$ cat src/rtl/adc_params.svh
`ifndef ADC_PARAMS_SVH
`define ADC_PARAMS_SVH
// register offsets on the 2-bit register port
`define OFS_STATUS_CTRL 2'h0
`define OFS_RESULT_HIGH 2'h1
`define OFS_RESULT_LOW 2'h2
`define OFS_CLOCK_CFG 2'h3
// status/control fields
`define SC_DONE_BIT 7
`define SC_IEN_BIT 6
`define SC_CONT_BIT 5
`define SC_CH_LSB 0
// clock configuration fields
`define CC_DIV_LSB 5
`define CC_SRC_BIT 4
`define CC_MODE_LSB 2
// reset values
`define RST_CHANNEL 5'h1f
`define RST_DIV 3'h0
`define RST_SRC 1'h0
`define RST_MODE 2'h1
// channel codes
`define CH_UPPER_REF 5'h1d
`define CH_LOWER_REF 5'h1e
`define CH_POWER_OFF 5'h1f
// conversion timing in converter clock cycles
`define CONV_TICKS 16
`define SAMPLE_TICKS 6
`endif

$ cat src/rtl/adc_pkg.sv
`default_nettype none
package adc_pkg;
   typedef logic [1:0] reg_addr_t;
   typedef struct packed {
      logic [1:0] addr;
      logic [7:0] wdata;
      logic wr;
      logic rd;
   } bus_req_t;
   typedef enum logic [1:0] {
      JUST_TRUNC8 = 2'b00,
      JUST_RIGHT = 2'b01,
      JUST_LEFT = 2'b10,
      JUST_LEFT_SIGNED = 2'b11
   } justify_t;
   typedef enum logic [0:0] {
      ST_IDLE = 1'b0,
      ST_CONV = 1'b1
   } conv_state_t;
   typedef struct packed {
      logic [7:0] high;
      logic [7:0] low;
   } result_t;
endpackage
`default_nettype wire

$ cat src/rtl/adc_conversion_control.sv
// How it works
// - the selected shared pin is taken from the port logic as analog input
// - port data and direction writes do not reach the selected pin
// - port reads of the selected pin return zero
// - one-hot mux routes at most one of 24 channels to the converter
// - upper reference gives 3ff, lower gives 000, linear between
// - every status/control write with a channel code other than 31 starts a new conversion
// - a conversion takes 16 converter clock cycles
// - continuous mode reconverts and overwrites until its bit clears
// - without interrupts the done flag sets per conversion until result read
// - single mode does one conversion per status/control write
// - two-bit justify field picks one of four result formats
// - left format: top eight bits high byte, low two on low byte top
// - high byte read locks storing until low byte is read
// - right format: top two bits low of high byte, rest low byte
// - signed left format is left format with the top bit inverted
// - truncation format: top eight bits in low byte, no lock
// - with interrupt enable an interrupt replaces the done flag
// - converter keeps running in wait, its interrupt can wake the cpu
// - stop aborts the conversion, conversions resume after stop
// - channel codes 0-23 pins, 29 upper, 30 lower, 31 power off
// - done reads zero with interrupts; pending irq clears on read/write
// - prescaler divides by 1,2,4,8 or 16; source bus or oscillator
// - justify codes 00 trunc, 01 right, 10 left, 11 signed; reset 01
`timescale 1ns/1ps
`default_nettype none
`include "adc_params.svh"
module adc_conversion_control #(
   parameter int NUM_CH = 24,
   parameter int RES_BITS = 10
) (
   // clock and reset
   input wire logic clk,
   input wire logic reset,
   // register port
   input wire adc_pkg::bus_req_t bus_req,
   output logic [7:0] rd_data,
   // clock source and low-power state
   input wire logic osc_tick,
   input wire logic stop_mode,
   // port logic side
   input wire logic [NUM_CH-1:0] port_out_data,
   input wire logic [NUM_CH-1:0] port_dir,
   output logic [NUM_CH-1:0] port_read_data,
   // pads
   input wire logic [NUM_CH-1:0] pin_in,
   output logic [NUM_CH-1:0] pin_out,
   output logic [NUM_CH-1:0] pin_oe,
   // analog front end
   output logic [NUM_CH-1:0] analog_select,
   output logic upper_ref_select,
   output logic lower_ref_select,
   output logic converter_on,
   output logic [RES_BITS-1:0] dac_code,
   input wire logic comp_above,
   // completion
   output logic conv_irq
);
   import adc_pkg::*;

   if (NUM_CH != 24 || RES_BITS != 10) begin : g_bad_cfg
      $error("channel count must be 24 and resolution 10 bits");
   end

   ////////////////////////////////////////////////////////////////////
   // last prescaler count; every code with the top bit set divides by 16
   function automatic logic [3:0] div_last(input logic [2:0] code);
      begin
         if (code[2]) begin
            div_last = 4'hf;
         end else begin
            div_last = 4'((5'h01 << code[1:0]) - 5'h01);
         end
      end
   endfunction

   function automatic logic powered(input logic [4:0] code);
      begin
         powered = code != `CH_POWER_OFF;
      end
   endfunction

   function automatic result_t format_result(input justify_t mode,
                                             input logic [9:0] r);
      result_t f;
      begin
         f = '0;
         case (mode)
            JUST_TRUNC8: f.low = r[9:2];
            JUST_RIGHT: begin
               f.high = {6'h00, r[9:8]};
               f.low = r[7:0];
            end
            JUST_LEFT: begin
               f.high = r[9:2];
               f.low = {r[1:0], 6'h00};
            end
            JUST_LEFT_SIGNED: begin
               f.high = {~r[9], r[8:2]};
               f.low = {r[1:0], 6'h00};
            end
            default: f = '0;
         endcase
         format_result = f;
      end
   endfunction

   ////////////////////////////////////////////////////////////////////
   // registers
   logic ien_ff, nxt_ien;
   logic cont_ff, nxt_cont;
   logic [4:0] ch_ff, nxt_ch;
   logic [2:0] div_ff, nxt_div;
   logic src_ff, nxt_src;
   justify_t mode_ff, nxt_mode;
   logic done_ff, nxt_done;
   logic irq_ff, nxt_irq;
   logic lock_ff, nxt_lock;
   result_t res_ff, nxt_res;
   logic [7:0] rd_ff, nxt_rd;
   // converter
   conv_state_t st_ff, nxt_st;
   logic [3:0] step_ff, nxt_step;
   logic [3:0] pre_ff, nxt_pre;
   logic [9:0] sar_ff, nxt_sar;
   logic resume_ff, nxt_resume;
   // pins
   logic [NUM_CH-1:0] sel_ff, nxt_sel;
   logic [NUM_CH-1:0] pout_ff, nxt_pout;
   logic [NUM_CH-1:0] pin_oe_ff, nxt_pin_oe;
   logic [NUM_CH-1:0] prd_ff, nxt_prd;
   logic uref_ff, nxt_uref;
   logic lref_ff, nxt_lref;
   logic on_ff, nxt_on;

   logic wr_sc, rd_hi, rd_lo, adc_tick, src_tick, conv_end;
   logic [9:0] final_code;
   logic [3:0] bit_idx;

   always_comb begin
      wr_sc = bus_req.wr && bus_req.addr == `OFS_STATUS_CTRL;
      rd_hi = bus_req.rd && bus_req.addr == `OFS_RESULT_HIGH;
      rd_lo = bus_req.rd && bus_req.addr == `OFS_RESULT_LOW;
      src_tick = src_ff ? 1'b1 : osc_tick;
      adc_tick = src_tick && pre_ff == div_last(div_ff);
      // always 16 ticks: the prescaler restarts with each conversion except one resumed after stop
      conv_end = st_ff == ST_CONV && adc_tick &&
                 step_ff == 4'(`CONV_TICKS - 1);
      bit_idx = 4'(`CONV_TICKS - 1) - step_ff;
      final_code = sar_ff;
      if (!comp_above) begin
         final_code[0] = 1'b0;
      end
      // reference channels bypass the comparator and give the rail codes
      if (ch_ff == `CH_UPPER_REF) begin
         final_code = 10'h3ff;
      end else if (ch_ff == `CH_LOWER_REF) begin
         final_code = 10'h000;
      end
   end

   ////////////////////////////////////////////////////////////////////
   // register file, flags and conversion sequencer
   always_comb begin
      nxt_ien = ien_ff;
      nxt_cont = cont_ff;
      nxt_ch = ch_ff;
      nxt_div = div_ff;
      nxt_src = src_ff;
      nxt_mode = mode_ff;
      nxt_done = done_ff;
      nxt_irq = irq_ff;
      nxt_lock = lock_ff;
      nxt_res = res_ff;
      nxt_rd = 8'h00;
      nxt_st = st_ff;
      nxt_step = step_ff;
      nxt_sar = sar_ff;
      nxt_resume = resume_ff;
      nxt_pre = src_tick ? (adc_tick ? 4'h0 : pre_ff + 4'h1) : pre_ff;

      // reads; clears come first so a same-cycle set below wins
      if (bus_req.rd) begin
         case (bus_req.addr)
            `OFS_STATUS_CTRL: nxt_rd = {done_ff && !ien_ff, ien_ff,
                                        cont_ff, ch_ff};
            `OFS_RESULT_HIGH: nxt_rd = res_ff.high;
            `OFS_RESULT_LOW: nxt_rd = res_ff.low;
            `OFS_CLOCK_CFG: nxt_rd = {div_ff, src_ff, mode_ff, 2'b00};
            default: nxt_rd = 8'h00;
         endcase
      end
      if (rd_hi || rd_lo) begin
         nxt_done = 1'b0;
         nxt_irq = 1'b0;
      end
      if (rd_hi && mode_ff != JUST_TRUNC8) begin
         nxt_lock = 1'b1;
      end
      if (rd_lo) begin
         nxt_lock = 1'b0;
      end

      if (bus_req.wr) begin
         case (bus_req.addr)
            `OFS_STATUS_CTRL: begin
               nxt_ien = bus_req.wdata[`SC_IEN_BIT];
               nxt_cont = bus_req.wdata[`SC_CONT_BIT];
               nxt_ch = bus_req.wdata[`SC_CH_LSB +: 5];
               nxt_irq = 1'b0;
            end
            `OFS_CLOCK_CFG: begin
               nxt_div = bus_req.wdata[`CC_DIV_LSB +: 3];
               nxt_src = bus_req.wdata[`CC_SRC_BIT];
               nxt_mode = justify_t'(bus_req.wdata[`CC_MODE_LSB +: 2]);
            end
            default: ;
         endcase
      end

      // sequencer; runs on in wait, only stop or a status/control write with channel 31 halts it
      case (st_ff)
         ST_IDLE: ;
         ST_CONV: begin
            if (adc_tick) begin
               nxt_step = step_ff + 4'h1;
               if (step_ff == 4'(`SAMPLE_TICKS - 1)) begin
                  nxt_sar = 10'h200;
               end else if (step_ff >= 4'(`SAMPLE_TICKS)) begin
                  if (!comp_above) begin
                     nxt_sar[bit_idx] = 1'b0;
                  end
                  if (bit_idx != 4'h0) begin
                     nxt_sar[bit_idx - 4'h1] = 1'b1;
                  end
               end
            end
            if (conv_end) begin
               // results lost while the high byte read is pending;
               // a high read in this same cycle already holds the pair
               if (!(lock_ff || rd_hi) ||
                   mode_ff == JUST_TRUNC8) begin
                  nxt_res = format_result(mode_ff, final_code);
               end
               if (ien_ff) begin
                  nxt_irq = 1'b1;
               end else begin
                  nxt_done = 1'b1;
               end
               nxt_step = 4'h0;
               nxt_sar = 10'h000;
               nxt_st = cont_ff ? ST_CONV : ST_IDLE;
            end
         end
         default: nxt_st = ST_IDLE;
      endcase

      if (wr_sc) begin
         // a rewrite restarts from the first sample cycle
         nxt_step = 4'h0;
         nxt_sar = 10'h000;
         nxt_pre = 4'h0;
         nxt_st = powered(bus_req.wdata[`SC_CH_LSB +: 5])
                  ? ST_CONV : ST_IDLE;
      end
      // stop idles the converter but keeps pending flags for wake-up
      if (stop_mode) begin
         nxt_resume = resume_ff || st_ff == ST_CONV || nxt_st == ST_CONV;
         nxt_st = ST_IDLE;
         nxt_step = 4'h0;
         nxt_sar = 10'h000;
      end else if (resume_ff) begin
         nxt_resume = 1'b0;
         if (powered(ch_ff)) begin
            nxt_st = ST_CONV;
         end
      end
   end

   always_ff @(posedge clk) begin
      if (reset) begin
         ien_ff <= 1'b0;
         cont_ff <= 1'b0;
         ch_ff <= `RST_CHANNEL;
         div_ff <= `RST_DIV;
         src_ff <= `RST_SRC;
         mode_ff <= justify_t'(`RST_MODE);
         done_ff <= 1'b0;
         irq_ff <= 1'b0;
         lock_ff <= 1'b0;
         res_ff <= '0;
         rd_ff <= 8'h00;
         st_ff <= ST_IDLE;
         step_ff <= 4'h0;
         pre_ff <= 4'h0;
         sar_ff <= 10'h000;
         resume_ff <= 1'b0;
      end else begin
         ien_ff <= nxt_ien;
         cont_ff <= nxt_cont;
         ch_ff <= nxt_ch;
         div_ff <= nxt_div;
         src_ff <= nxt_src;
         mode_ff <= nxt_mode;
         done_ff <= nxt_done;
         irq_ff <= nxt_irq;
         lock_ff <= nxt_lock;
         res_ff <= nxt_res;
         rd_ff <= nxt_rd;
         st_ff <= nxt_st;
         step_ff <= nxt_step;
         pre_ff <= nxt_pre;
         sar_ff <= nxt_sar;
         resume_ff <= nxt_resume;
      end
   end

   ////////////////////////////////////////////////////////////////////
   // pin takeover and channel mux
   always_comb begin
      nxt_sel = '0;
      // codes 24 to 28 route no pin; their result is meaningless
      if (ch_ff < 5'(NUM_CH)) begin
         nxt_sel[ch_ff] = 1'b1;
      end
      // pads follow a channel change one clock late, like the select
      nxt_pout = port_out_data & ~nxt_sel;
      nxt_pin_oe = port_dir & ~nxt_sel;
      nxt_prd = pin_in & ~nxt_sel;
      nxt_uref = ch_ff == `CH_UPPER_REF;
      nxt_lref = ch_ff == `CH_LOWER_REF;
      nxt_on = powered(ch_ff);
   end

   always_ff @(posedge clk) begin
      if (reset) begin
         sel_ff <= '0;
         pout_ff <= '0;
         pin_oe_ff <= '0;
         prd_ff <= '0;
         uref_ff <= 1'b0;
         lref_ff <= 1'b0;
         on_ff <= 1'b0;
      end else begin
         sel_ff <= nxt_sel;
         pout_ff <= nxt_pout;
         pin_oe_ff <= nxt_pin_oe;
         prd_ff <= nxt_prd;
         uref_ff <= nxt_uref;
         lref_ff <= nxt_lref;
         on_ff <= nxt_on;
      end
   end

   // irq stays live in wait so it can wake the cpu
   assign conv_irq = irq_ff;
   assign rd_data = rd_ff;
   assign analog_select = sel_ff;
   assign upper_ref_select = uref_ff;
   assign lower_ref_select = lref_ff;
   assign converter_on = on_ff;
   assign dac_code = sar_ff;
   assign pin_out = pout_ff;
   assign pin_oe = pin_oe_ff;
   assign port_read_data = prd_ff;
endmodule
`default_nettype wire

$ cat config.mk
export PLATFORM = sky130hd
export DESIGN_NAME = adc_conversion_control
export DESIGN_NICKNAME = d
export VERILOG_FILES = /design/src/rtl/adc_pkg.sv /design/src/rtl/adc_conversion_control.sv
export VERILOG_INCLUDE_DIRS = /design/src /design/src/rtl
export SDC_FILE = /design/constraint.sdc
export NUM_CORES = 1
export LEC_CHECK = 0
export ABC_CLOCK_PERIOD_IN_PS = 2000
export BUFFER_PORTS_ARGS = -buffer_cell sky130_fd_sc_hd__buf_2
export CAP_MARGIN = 40
export CORE_AREA = 5 5 119 166
export CTS_CLUSTER_SIZE = 20
export DETAILED_ROUTE_END_ITERATION = 16
export DIE_AREA = 0 0 124 171
export HOLD_SLACK_MARGIN = 0.15
export PLACE_DENSITY = 0.56
export SLEW_MARGIN = 10
export SYNTH_ARGS = -nofsm -noshare
export SYNTH_HDL_FRONTEND = slang
export SYNTH_SLANG_ARGS = --single-unit
$ cat constraint.sdc
create_clock -name clk -period 2 [get_ports clk]
set_input_delay 0.2 -clock clk [delete_from_list [all_inputs] [get_ports clk]]
set_output_delay 0.2 -clock clk [all_outputs]
set_load 0.005 [all_outputs]
## After elaboration in Yosys (flattened, before gate mapping)

Index checks and enable logic that the tools add are counted.

- Input port bits: 89
- Output and inout port bits: 118
- Bits in registers: 159
- Word-level logic and storage cells: 142

- Bitwise operators: 10
- Add/sub/neg operators: 5
- Magnitude comparators: 8
- Shift-type cells: 1
- Muxes and demuxes: 45
- Equal/unequal tests: 13
- Reduce and logical (&&, ||, !) cells: 36

Operator list:

| cell | number |
|---|---|
| 10-bit two-way mux | 12 |
| 24-bit bitwise AND | 3 |
| 8-bit case mux with 3 select lines | 2 |
| 8-bit case mux with 4 select lines | 1 |
| 24-bit two-way mux | 1 |
| 24-bit NOT | 1 |
| 1-bit two-way mux | 22 |
| 4-bit two-way mux | 4 |
| 2-bit OR reduction | 6 |
| 1-bit logical AND | 11 |
| 10-bit bitwise AND | 1 |
| 5-bit == test, second input constant | 2 |
| 4-bit by 5-bit < comparator with 1-bit output, second input constant | 2 |
| 5-bit inequality test, second input constant | 2 |
| 10-bit NOT | 1 |
| 10-bit bitwise OR | 1 |
| 4-bit by 1-bit adder with 4-bit output, second input constant | 2 |
| 1-bit demux with 4-bit select | 2 |
| 2-bit == test, second input constant | 4 |
| 4-bit by 1-bit greater-or-equal comparator with 1-bit output, second input constant | 2 |
| 4-bit by 1-bit subtractor with 4-bit output, second input constant | 2 |
| 5-bit by 6-bit < comparator with 1-bit output, second input constant | 1 |
| 2-bit AND reduction | 3 |
| 3-bit AND reduction | 2 |
| other kinds (18) | 28 |

## Logic depth before layout (Yosys ltp)

Gate-level depths: netlist of run 1.

- Word-level depth: 18
- Gate-level depth with buffers: 9
- Depth with buffers taken out: 8

## Worst setup path after synthesis of run 1

OpenSTA, ideal clock, no wires.

- Path type: flip-flop to flip-flop
- From: register div_ff[1]
- To: register res_ff[10] in the netlist's numbering
- Cell stages (with the launch flop): 9
- Data arrival time: 1,803 ps
- Path buffers: 2
- Clock period less this slack: 1,935 ps
- Data required time: 1,868 ps
- Setup time: 132 ps
- Setup slack: 65 ps
- Cells stage by stage: dfxtp_1 -> nor4_1 -> a32oi_1 -> a211o_4 -> or2_1 -> buf_6 -> clkbuf_1 -> nand2_1 -> a21oi_1

- Longest elaborated chain between the ends: 8

RTL lines:

| what | line | source |
|---|---|---|
| start: declaration | adc_conversion_control.sv:113 | `logic [2:0] div_ff, nxt_div;` |
| start signal: assignment | adc_conversion_control.sv:285 | `` div_ff <= `RST_DIV; `` |
| start signal: assignment | adc_conversion_control.sv:302 | `div_ff <= nxt_div;` |
| 1-bit by 2-bit left shift with 4-bit output | adc_conversion_control.sv:72 | `div_last = 4'((5'h01 << code[1:0]) - 5'h01);` |
| 4-bit by 1-bit subtractor with 4-bit output | adc_conversion_control.sv:72 |  |
| 4-bit two-way mux | adc_conversion_control.sv:69 | `if (code[2]) begin` |
| 4-bit == test | adc_conversion_control.sv:145 | `adc_tick = src_tick && pre_ff == div_last(div_ff);` |
| 1-bit logical AND | adc_conversion_control.sv:145 |  |
| 1-bit logical AND (2 in a row) | adc_conversion_control.sv:147 | `conv_end = st_ff == ST_CONV && adc_tick &&` |
| 3-bit AND reduction (no line) | n/a |  |
| end signal: assignment | adc_conversion_control.sv:308 | `res_ff <= nxt_res;` |
| end: declaration | adc_conversion_control.sv:119 | `result_t res_ff, nxt_res;` |

No other way between the ends.
A chain may end at the register's enable or synchronous reset.

## Final worst setup path of run 1

- From: register pre_ff[3]
- To: register step_ff[3]

- Longest elaborated chain between the ends: 6
- Elaborated cells between the ends (all ways): 7
- Those cells by class: 1 x eq/ne; 1 x mux; 5 x reduce/logical

RTL lines:

| what | line | source |
|---|---|---|
| start: declaration | adc_conversion_control.sv:124 | `logic [3:0] pre_ff, nxt_pre;` |
| start signal: assignment | adc_conversion_control.sv:312 | `pre_ff <= nxt_pre;` |
| 4-bit == test * | adc_conversion_control.sv:145 |  |
| 1-bit logical AND * | adc_conversion_control.sv:145 |  |
| 1-bit logical AND (2 in a row) | adc_conversion_control.sv:147 |  |
| 2-bit nonzero test (no line) | n/a |  |
| 2-bit AND reduction (no line) | n/a |  |
| end signal: assignment | adc_conversion_control.sv:311 | `step_ff <= nxt_step;` |
| end: declaration | adc_conversion_control.sv:123 | `logic [3:0] step_ff, nxt_step;` |

Mark *: on every way between the ends. The rest lies on a longest branch, timed or not.

==> results of run 1 <==
flip-flops by register name, indices dropped and copies added, names as in the netlist, 2 cells and up:
name and count:
port_read_data 24, mode_ff 2, res_ff 16, ch_ff 5
dac_code 10, pin_out 24, step_ff 4, div_ff 3
rd_data 8, pin_oe 24, pre_ff 4, analog_select 24
kinds of logic after synthesis:
group           count (synthesis)
flops                         159
compound gates                137
buf+inv                        45
fa+ha+maj                       5
xor+xnor                        4
mux                            20
simple gates                  281
cells in the mapped netlist (4+ instances only):
cell type    n
mux2i_1     15
a22o_1       4
and2_1      79
nor2_1      64
inv_1        7
or3_1        5
buf_1        4
nor4_1       5
nand3_1     18
nor2b_1     11
a21oi_1     74
dfxtp_1    159
nand2_1     60
o211ai_1    11
nand2b_1    11
nor3_1       6
o21ai_0     17
ha_1         5
nand3b_1     7
mux4_2       5
clkbuf_1    28
cells in the final DEF (no fill, tap or decap), drive strengths merged, types with 3 or more instances in the layout:
| cell | netlist | routed |
|---|---|---|
| buf | 9 | 251 |
| dfxtp | 159 | 159 |
| dlygate4sd3 | 0 | 84 |
| and2 | 79 | 79 |
| a21oi | 76 | 76 |
| nor2 | 64 | 64 |
| nand2 | 60 | 60 |
| nand3 | 18 | 18 |
| o21ai | 17 | 17 |
| clkbuf | 28 | 17 |
| inv | 7 | 17 |
| mux2i | 15 | 15 |
| nand2b | 11 | 11 |
| nor2b | 11 | 11 |
| o211ai | 11 | 11 |
| nand3b | 7 | 7 |
| nor3 | 7 | 7 |
| nor4 | 6 | 6 |
| mux4 | 5 | 5 |
| or3 | 5 | 5 |
| ha | 5 | 5 |
| clkinv | 1 | 5 |
| a22o | 4 | 4 |
| a211o | 4 | 4 |
| a211oi | 4 | 4 |
| nor3b | 3 | 3 |
| a21o | 3 | 3 |
| xnor2 | 3 | 3 |
| or2 | 3 | 3 |
| and3 | 3 | 3 |
layout make-up:
class / instances / area, sq um / share of cell area (%)
timing repair buffer: 335 / 2230 / 24.5
inverter: 8 / 30.0 / 0.331
tap: 244 / 305 / 3.36
clock inverter: 15 / 159 / 1.75
clock buffer: 17 / 425 / 4.69
multi-input combinational: 447 / 2740 / 30.2
sequential: 159 / 3190 / 35.1
critical path, cell delays in order, from the launching register on:
cell and delay (ns):
dfxtp_1 0.36, nor4_2 0.29, a32oi_2 0.13, buf_4 0.18
a211oi_4 0.31, buf_6 0.19, o211ai_1 0.10, a32o_1 0.26
stage by stage:
stage	worst slack [ns]	utilization (%)	hold slack, ns	cells
floorplan	0.0648	-	0.306	651
finish	0.0953	49.8	0.269	1225
global route	0.00216	49.8	0.287	1225
global placement	0.0707	41.4	0.400	1107
CTS	0.0214	49.3	0.243	1223
detailed placement	-0.00733	41.4	0.402	1107
final timing paths:
path,from,to,slack (ns),cells after the start
setup reg to reg,pre_ff[3],step_ff[3],0.1,7
hold reg to reg,res_ff[4],res_ff[4],0.46,2
hold / removal,bus_req[11],ien_ff,0.27,5
setup / recovery,pre_ff[3],step_ff[3],0.1,7
power by group:
part	switching, mW	internal, mW	total [mW]
Clock	1.50	1.68	3.18
Sequential	0.0405	3.27	3.31
Combinational	0.348	0.383	0.731
Total	1.89	5.33	7.22
layer usage:
| layer | vias to the layer above | share of wire, % | GRT usage (%) | wire (microns) |
|---|---|---|---|---|
| met5 | - | 0 | 0 | 0 |
| met4 | 0 | 2.5 | 7.20 | 504 |
| li1 | 2862 | - | - | - |
| met1 | 2635 | 38 | 20.5 | 7830 |
| met2 | 209 | 52 | 33.9 | 10600 |
| met3 | 31 | 7.6 | 4.60 | 1550 |
timing repair:
action	in CTS	in global routing
pin swaps	1	6
buffers inserted	0	2
hold endpoints to repair	91	0
resized for setup	2	16
hold buffers	84	0
endpoints found under the setup margin	10	27
==> impl_metrics.ini, run 1 <==
[outcome]
outcome = complete, no violations

[cts]
htree_levels = 4
cts_made_buffers = 17
root_buffer = clkbuf_16
clockBufferDepth = 2
worstSkewPairLatency_ns = 0.43
numClockSinks = 159
cts.clk_slew.worst_paths_ns = 0.07
cts_tree = yes

[global_routing]
grt_max_degree = 69
antenna_found_initial = 0
grt_first_pass_wirelength_microns = 30200
grt-ovfl-total = 0
gr-usage-all-layers_pct = 18.6
first_global_vias = 5605

[routing]
routed_wl_microns = 20500
dr_total_vias = 5737
via_per_inst = 4.68
ant_nets = 0
dr.pass1.iters = 5
drt_iter0_drc = 285
avgRoutedWirePerCell_microns = 16.7
drc = 0

[yosys]
synth_edf_count = 0
yosys.area_share.simple_pct = 24.1
ys_seq_area_share_pct = 52.7
synth.avg_cell_area_sq_um = 9.28
synth_ff_type = dfxtp_1
ys_ff_latch = 159
synth.area.top_cells = dfxtp_1 (53%), and2_1 (8.2%), a21oi_1 (6.1%)
yosysTopAreaCellShare_pct = 52.7
syn_inst = 651
yosysTopAreaCell = dfxtp_1
synth_top_family_by_area = simple AND/OR/NAND/NOR gates
netlist_area_sq_mm = 0.00604
synth_compound_area_share_pct = 14.0
synth_nets = 745
yosysWarnings = 0
synth-xor-area-share_pct = 0.704
synthArstFlopShare_pct = 0
synthAdderAreaFrac_pct = 1.04
synthMuxAreaShare_pct = 4.35
synth.distinct_cells = 53

[sta]
fin_skew_ns = 0.0117
finalSetupViolCount = 0
worstMarginPinSlew_ns = 0.655
report.final.hold_viol_count = 0
post-route-period-util_pct = 95.2
report.final.slew_viol_count = 0
tns_ns = 0
rsz0062_at_grt = false
fmax_ghz = 0.525
maxSlewHeadroom_pct = 56.3
fin_crit_ns = 1.90

[power]
vdd_ir_drop_max_mv = 0.421
power.total_mw = 7.22
p_leak_nw = 4.02
p_per_area_mw_per_mm2 = 796

[cells_and_area]
diodes = 0
final_area_sq_mm = 0.00907
fillCellCount = 1703
finalNetCount = 1062
area_delta_synth_final_pct = 50.2
layout-drive-gt1-share_pct = 31.5

[critical_path]
cp-start-kind = flop
cp-end-kind = flop
crit_arrival_ns = 2.23
required_ns = 2.33
crit_fanout = 9
path_class = reg -> reg

[min_path]
hold_class = in -> reg

[floorplanning]
die-area_sq_mm = 0.0212
fp.dieW_microns = 124
core_sq_mm = 0.0182
initial_utilization_pct = 33.1
row_count = 59
die_h_microns = 171
ios = 207

[place]
gp_congestion = 0.883
placed_area_sq_mm = 0.00755
place_hpwl_microns = 14800
port-buffer-count = 206

[job]
maxCapViolCount = 0
No activity file was read; power rests on OpenSTA's default activity.
==> run 2, diff against run 1 <==
Settings changed: BUFFER_PORTS_ARGS -buffer_cell sky130_fd_sc_hd__buf_2 to -buffer_cell sky130_fd_sc_hd__buf_4, SETUP_SLACK_MARGIN from default to 0.15.
==> run 2 against run 1 <==
Cell count shrank 0.24%. Register-to-register slack gained 0.03 ns. Maximum frequency grew 1.6%. Die area is the same. Clock-buffer cell count is the same. Non-clock buffer count shrank 3. Sequential power is essentially flat. Global-route usage grew 0.78 points. Wire length grew 3.3%. Clock power grew 5%. Design area grew 6.6%. Critical path type unchanged. Largest power group is now the clock network.
==> impl_metrics.ini, run 2 (synthesis results as in run 1) <==
[sta]
maxSlewHeadroom_pct = 53.1
fmax_ghz = 0.534
tns_ns = 0
rsz0062_at_grt = true
report.final.slew_viol_count = 0
post-route-period-util_pct = 93.7
holdWs_ns = 0.270
fin_crit_ns = 1.87
finalSetupViolCount = 0
worstMarginPinSlew_ns = 0.704
fin_skew_ns = 0.00919
report.final.hold_viol_count = 0

[floorplanning]
die-area_sq_mm = 0.0212
fp.dieW_microns = 124
row_count = 59
initial_utilization_pct = 33.1
die_h_microns = 171
core_sq_mm = 0.0182
ios = 207

[power]
p_leak_nw = 4.15
p_per_area_mw_per_mm2 = 774
vdd_ir_drop_max_mv = 0.498

[critical_path]
worstPathCellList = nor4_4, a32oi_2, a211o_4, or2_4, a221o_1, a21oi_1
cp-end-kind = flop
cp_slowest_cell = a211o_4
crit_arrival_ns = 2.22
path_class = reg -> reg
rrSetupSlack_ns = 0.13
required_ns = 2.35
crit_fanout = 6
cp-start-kind = flop
slowest_delay_ns = 0.37

[routing]
routed_wl_microns = 21200
avgRoutedWirePerCell_microns = 17.3
dr.pass1.iters = 4
ant_nets = 0
dr_total_vias = 5821
drt_iter0_drc = 309
via_per_inst = 4.76
drc = 0

[cells_and_area]
layout_commonest_cell = buf_4
diodes = 0
final_cell_mix = buf_4 (245), dfxtp_1 (152), dlygate4sd3_1 (85)
final_util_pct = 53.0
fillCellCount = 1670
final_area_sq_mm = 0.00967
finalNetCount = 1059
area_delta_synth_final_pct = 60.1
fin_cells = 1222
layout-drive-gt1-share_pct = 32.7

[cts]
htree_levels = 4
numClockSinks = 159
worstSkewPairLatency_ns = 0.43
cts_made_buffers = 17
root_buffer = clkbuf_16
cts.clk_slew.worst_paths_ns = 0.07
clockBufferDepth = 2
cts_tree = yes

[place]
dpl.cell_count = 1102
gp_congestion = 0.887
place_hpwl_microns = 15500
placed_area_sq_mm = 0.00803
port-buffer-count = 206

[min_path]
hold_class = in -> reg

[outcome]
outcome = complete, no violations

[global_routing]
grt_first_pass_wirelength_microns = 31600
grt-ovfl-total = 0
antenna_found_initial = 0
grt_max_degree = 69
gr-usage-all-layers_pct = 19.4
first_global_vias = 5904

[job]
maxCapViolCount = 0
==> run 2: changes by cell type in the layout (fill, tap and decap cells not counted), moves of 5 or more <==
cell	delta
buf_4	+202
dfxtp_1	-5
buf_2	-206
dfxtp_2	+5
==> run 2: worst max-delay path: cells and delay by family, from the launching register on <==
family | cells | cell delay [ns]
compound gates | 4 | 0.87
simple gates | 2 | 0.57
flops | 1 | 0.35
==> run 2: final timing paths <==
| path | startpoint | cells past startpoint | to |
|---|---|---|---|
| max | pre_ff[1] | 6 | res_ff[9] |
| min | comp_above | 5 | dac_code[9] |
| max reg2reg | pre_ff[1] | 6 | res_ff[9] |
| min reg2reg | res_ff[12] | 2 | res_ff[12] |
==> run 2: layout make-up <==
type                            instances  area (sq um)  area share (%)
Clock inverter                         15           194            2.01
Timing Repair Buffer                  332          2720            28.1
Multi-Input combinational cell        447          2800            29.0
Inverter                                8          30.0           0.310
Sequential cell                       159          3190            33.0
Tap cell                              244           305            3.16
Clock buffer                           17           425            4.40
==> run 2: metrics by stage <==
stage,power (mW),worst slack (ns)
2_1_floorplan,3.66,0.135
3_3_place_gp,4.05,0.0646
3_5_place_dp,4.05,0.0145
4_1_cts,7.56,0.138
5_1_grt,7.78,0.0417
6_report,7.49,0.126
==> run 2: per-layer routing <==
layer  up-vias  global-route usage (%)  wire, microns
met5         -                       0              0
met4         0                    4.58            272
met3        20                    5.56           1760
met2       210                    36.8          11200
met1      2736                    20.8           7950
li1       2855                       -              -
==> run 2: what timing repair did <==
item	CTS	global route
hold buffers	85	0
pin swaps	3	5
endpoints found under the setup margin	26	29
buffers inserted	3	0
resized for setup	18	18
gates cloned	0	0
hold endpoints to repair	92	0
==> run 2: power breakdown <==
group	internal (mW)	leakage (nW)	total (mW)	switching (mW)
sequential	3.27	1.31	3.32	0.0456
combinational	0.471	2.54	0.826	0.355
clock	1.81	0.299	3.34	1.53
total	5.55	4.15	7.49	1.93
==> run 3, diff against run 2 <==
Settings changed: CELL_PAD_IN_SITES_DETAIL_PLACEMENT from default to 1, CELL_PAD_IN_SITES_GLOBAL_PLACEMENT from default to 1, CORE_AREA 5 5 119 166 to 5 5 121 169, DIE_AREA 0 0 124 171 to 0 0 126 174, PLACE_DENSITY 0.56 to 0.71.
==> run 3 against run 2 <==
Register-to-register slack worse by 0.02 ns. Clock skew is 0.0021 ns higher. Power is 0.76% lower. Critical endpoint is now res_ff[7]. Largest cell class unchanged. Largest power group is now registers. Highest routed layer unchanged.
==> impl_metrics.ini, run 3 (synthesis results as in run 1) <==
[outcome]
outcome = complete, no violations

[floorplanning]
die_h_microns = 174
fp.dieW_microns = 126
ios = 207
core_sq_mm = 0.0189
row_count = 60
die-area_sq_mm = 0.0219
initial_utilization_pct = 31.9

[sta]
fmax_ghz = 0.529
fin_skew_ns = 0.0113
fin_crit_ns = 1.89
post-route-period-util_pct = 94.5
holdWs_ns = 0.253
maxSlewHeadroom_pct = 59.7
report.final.slew_viol_count = 0
worst_slack_ns = 0.110
worstMarginPinSlew_ns = 0.603
rsz0062_at_grt = true
report.final.hold_viol_count = 0
tns_ns = 0
finalSetupViolCount = 0

[cts]
numClockSinks = 159
clockBufferDepth = 2
root_buffer = clkbuf_16
worstSkewPairLatency_ns = 0.43
cts.clk_slew.worst_paths_ns = 0.07
cts_tree = yes
htree_levels = 4
cts_made_buffers = 17

[critical_path]
cp-start-kind = flop
worstPathCellList = ha_4, and3_4, o211ai_1, nor4_4, buf_4, buf_12, nor2_1, a311oi_2
crit_cells = 8
cp-end-kind = flop
required_ns = 2.33
cp_slowest_cell = dfxtp_4
reg2reg_depth = 8
critPathBufInv = 2
crit_fanout = 7
crit_family = simple AND/OR/NAND/NOR gates
crit_arrival_ns = 2.22
path_class = reg -> reg
slowest_delay_ns = 0.39

[cells_and_area]
area_delta_synth_final_pct = 61.0
layout-drive-gt1-share_pct = 33.3
final_area_sq_mm = 0.00973
final_cell_mix = buf_4 (250), dfxtp_1 (150), dlygate4sd3_1 (84)
layout_commonest_cell = buf_4
seq_area_sq_mm = 0.00320
multi_input_area_sq_mm = 0.00279
finalNetCount = 1066
final_util_pct = 51.4
fin_cells = 1235
fillCellCount = 2125

[power]
p_per_area_mw_per_mm2 = 764
vdd_ir_drop_max_mv = 0.477
power.total_mw = 7.43
p_leak_nw = 4.16

[routing]
avgRoutedWirePerCell_microns = 21.0
dr_total_vias = 6115
routed_wl_microns = 26000
ant_nets = 0
drt_iter0_drc = 239
via_per_inst = 4.95
drc = 0
dr.pass1.iters = 4

[min_path]
hold_class = in -> reg
holdPathStages = 4

[job]
maxCapViolCount = 0

[global_routing]
first_global_vias = 6655
grt-ovfl-total = 0
grt_max_degree = 69
antenna_found_initial = 2
grt_first_pass_wirelength_microns = 38900
gr-usage-all-layers_pct = 22.9

[place]
place_ws_ns = 0.00402
port-buffer-count = 206
placed_area_sq_mm = 0.00804
dpl.cell_count = 1104
place_hpwl_microns = 16200
gp_congestion = 0.833
==> run 3: changes by cell type in the layout (fill, tap and decap cells not counted), sizes merged <==
cell | before | now
clkbuf | 17 | 19
diode | 0 | 2
bufinv | 1 | 0
dlygate4sd3 | 85 | 84
inv | 15 | 14
clkinvlp | 1 | 2
buf | 247 | 254
==> run 3: worst reg2reg max path, delay by kind of cell, from the launching register on <==
kind / cells / cell delay (ns)
AO/OA/AOI/OAI: 2 / 0.41
adder cells (fa/ha/maj): 1 / 0.14
buffers and inverters: 2 / 0.30
flip-flops: 1 / 0.39
AND/OR/NAND/NOR: 3 / 0.56
==> run 3: final cells by class <==
type                       instances  share of cell area (%)
multi-input combinational        447                    28.7
inverter                           8                   0.309
timing repair buffer             339                    28.8
sequential                       159                    32.9
tap                              248                    3.19
clock inverter                    14                    1.54
clock buffer                      18                    4.41
antenna                            2                  0.0515
==> run 3: repair_timing <==
| item | in CTS | in global routing |
|---|---|---|
| gates resized for setup | 16 | 25 |
| setup buffers | 7 | 5 |
| endpoints found under the hold margin | 91 | 0 |
| hold buffers | 84 | 0 |
| gates cloned | 0 | 1 |
| setup endpoints to repair | 27 | 34 |
| pin swaps | 5 | 13 |
==> run 3: path summary, 6_finish.rpt <==
check	start	endpoint	slack, ns
hold / removal	bus_req[11]	lock_ff	0.25
setup reg to reg	step_ff[1]	res_ff[7]	0.11
hold reg to reg	res_ff[12]	res_ff[12]	0.45
setup / recovery	step_ff[1]	res_ff[7]	0.11
==> run 3: routing by layer <==
layer  GRT usage [%]  up-vias  part of all wire (%)
met3            4.64       44                   4.6
met4            9.26        0                   3.4
met1            23.4     2990                    36
met2            44.6      208                    56
li1                -     2873                     -
met5               0        -                     0
==> run 3: power by group <==
part | switching (mW) | internal [mW] | total, mW
combinational | 0.403 | 0.484 | 0.887
sequential | 0.0576 | 3.27 | 3.32
clock | 1.55 | 1.67 | 3.22
total | 2.01 | 5.42 | 7.43
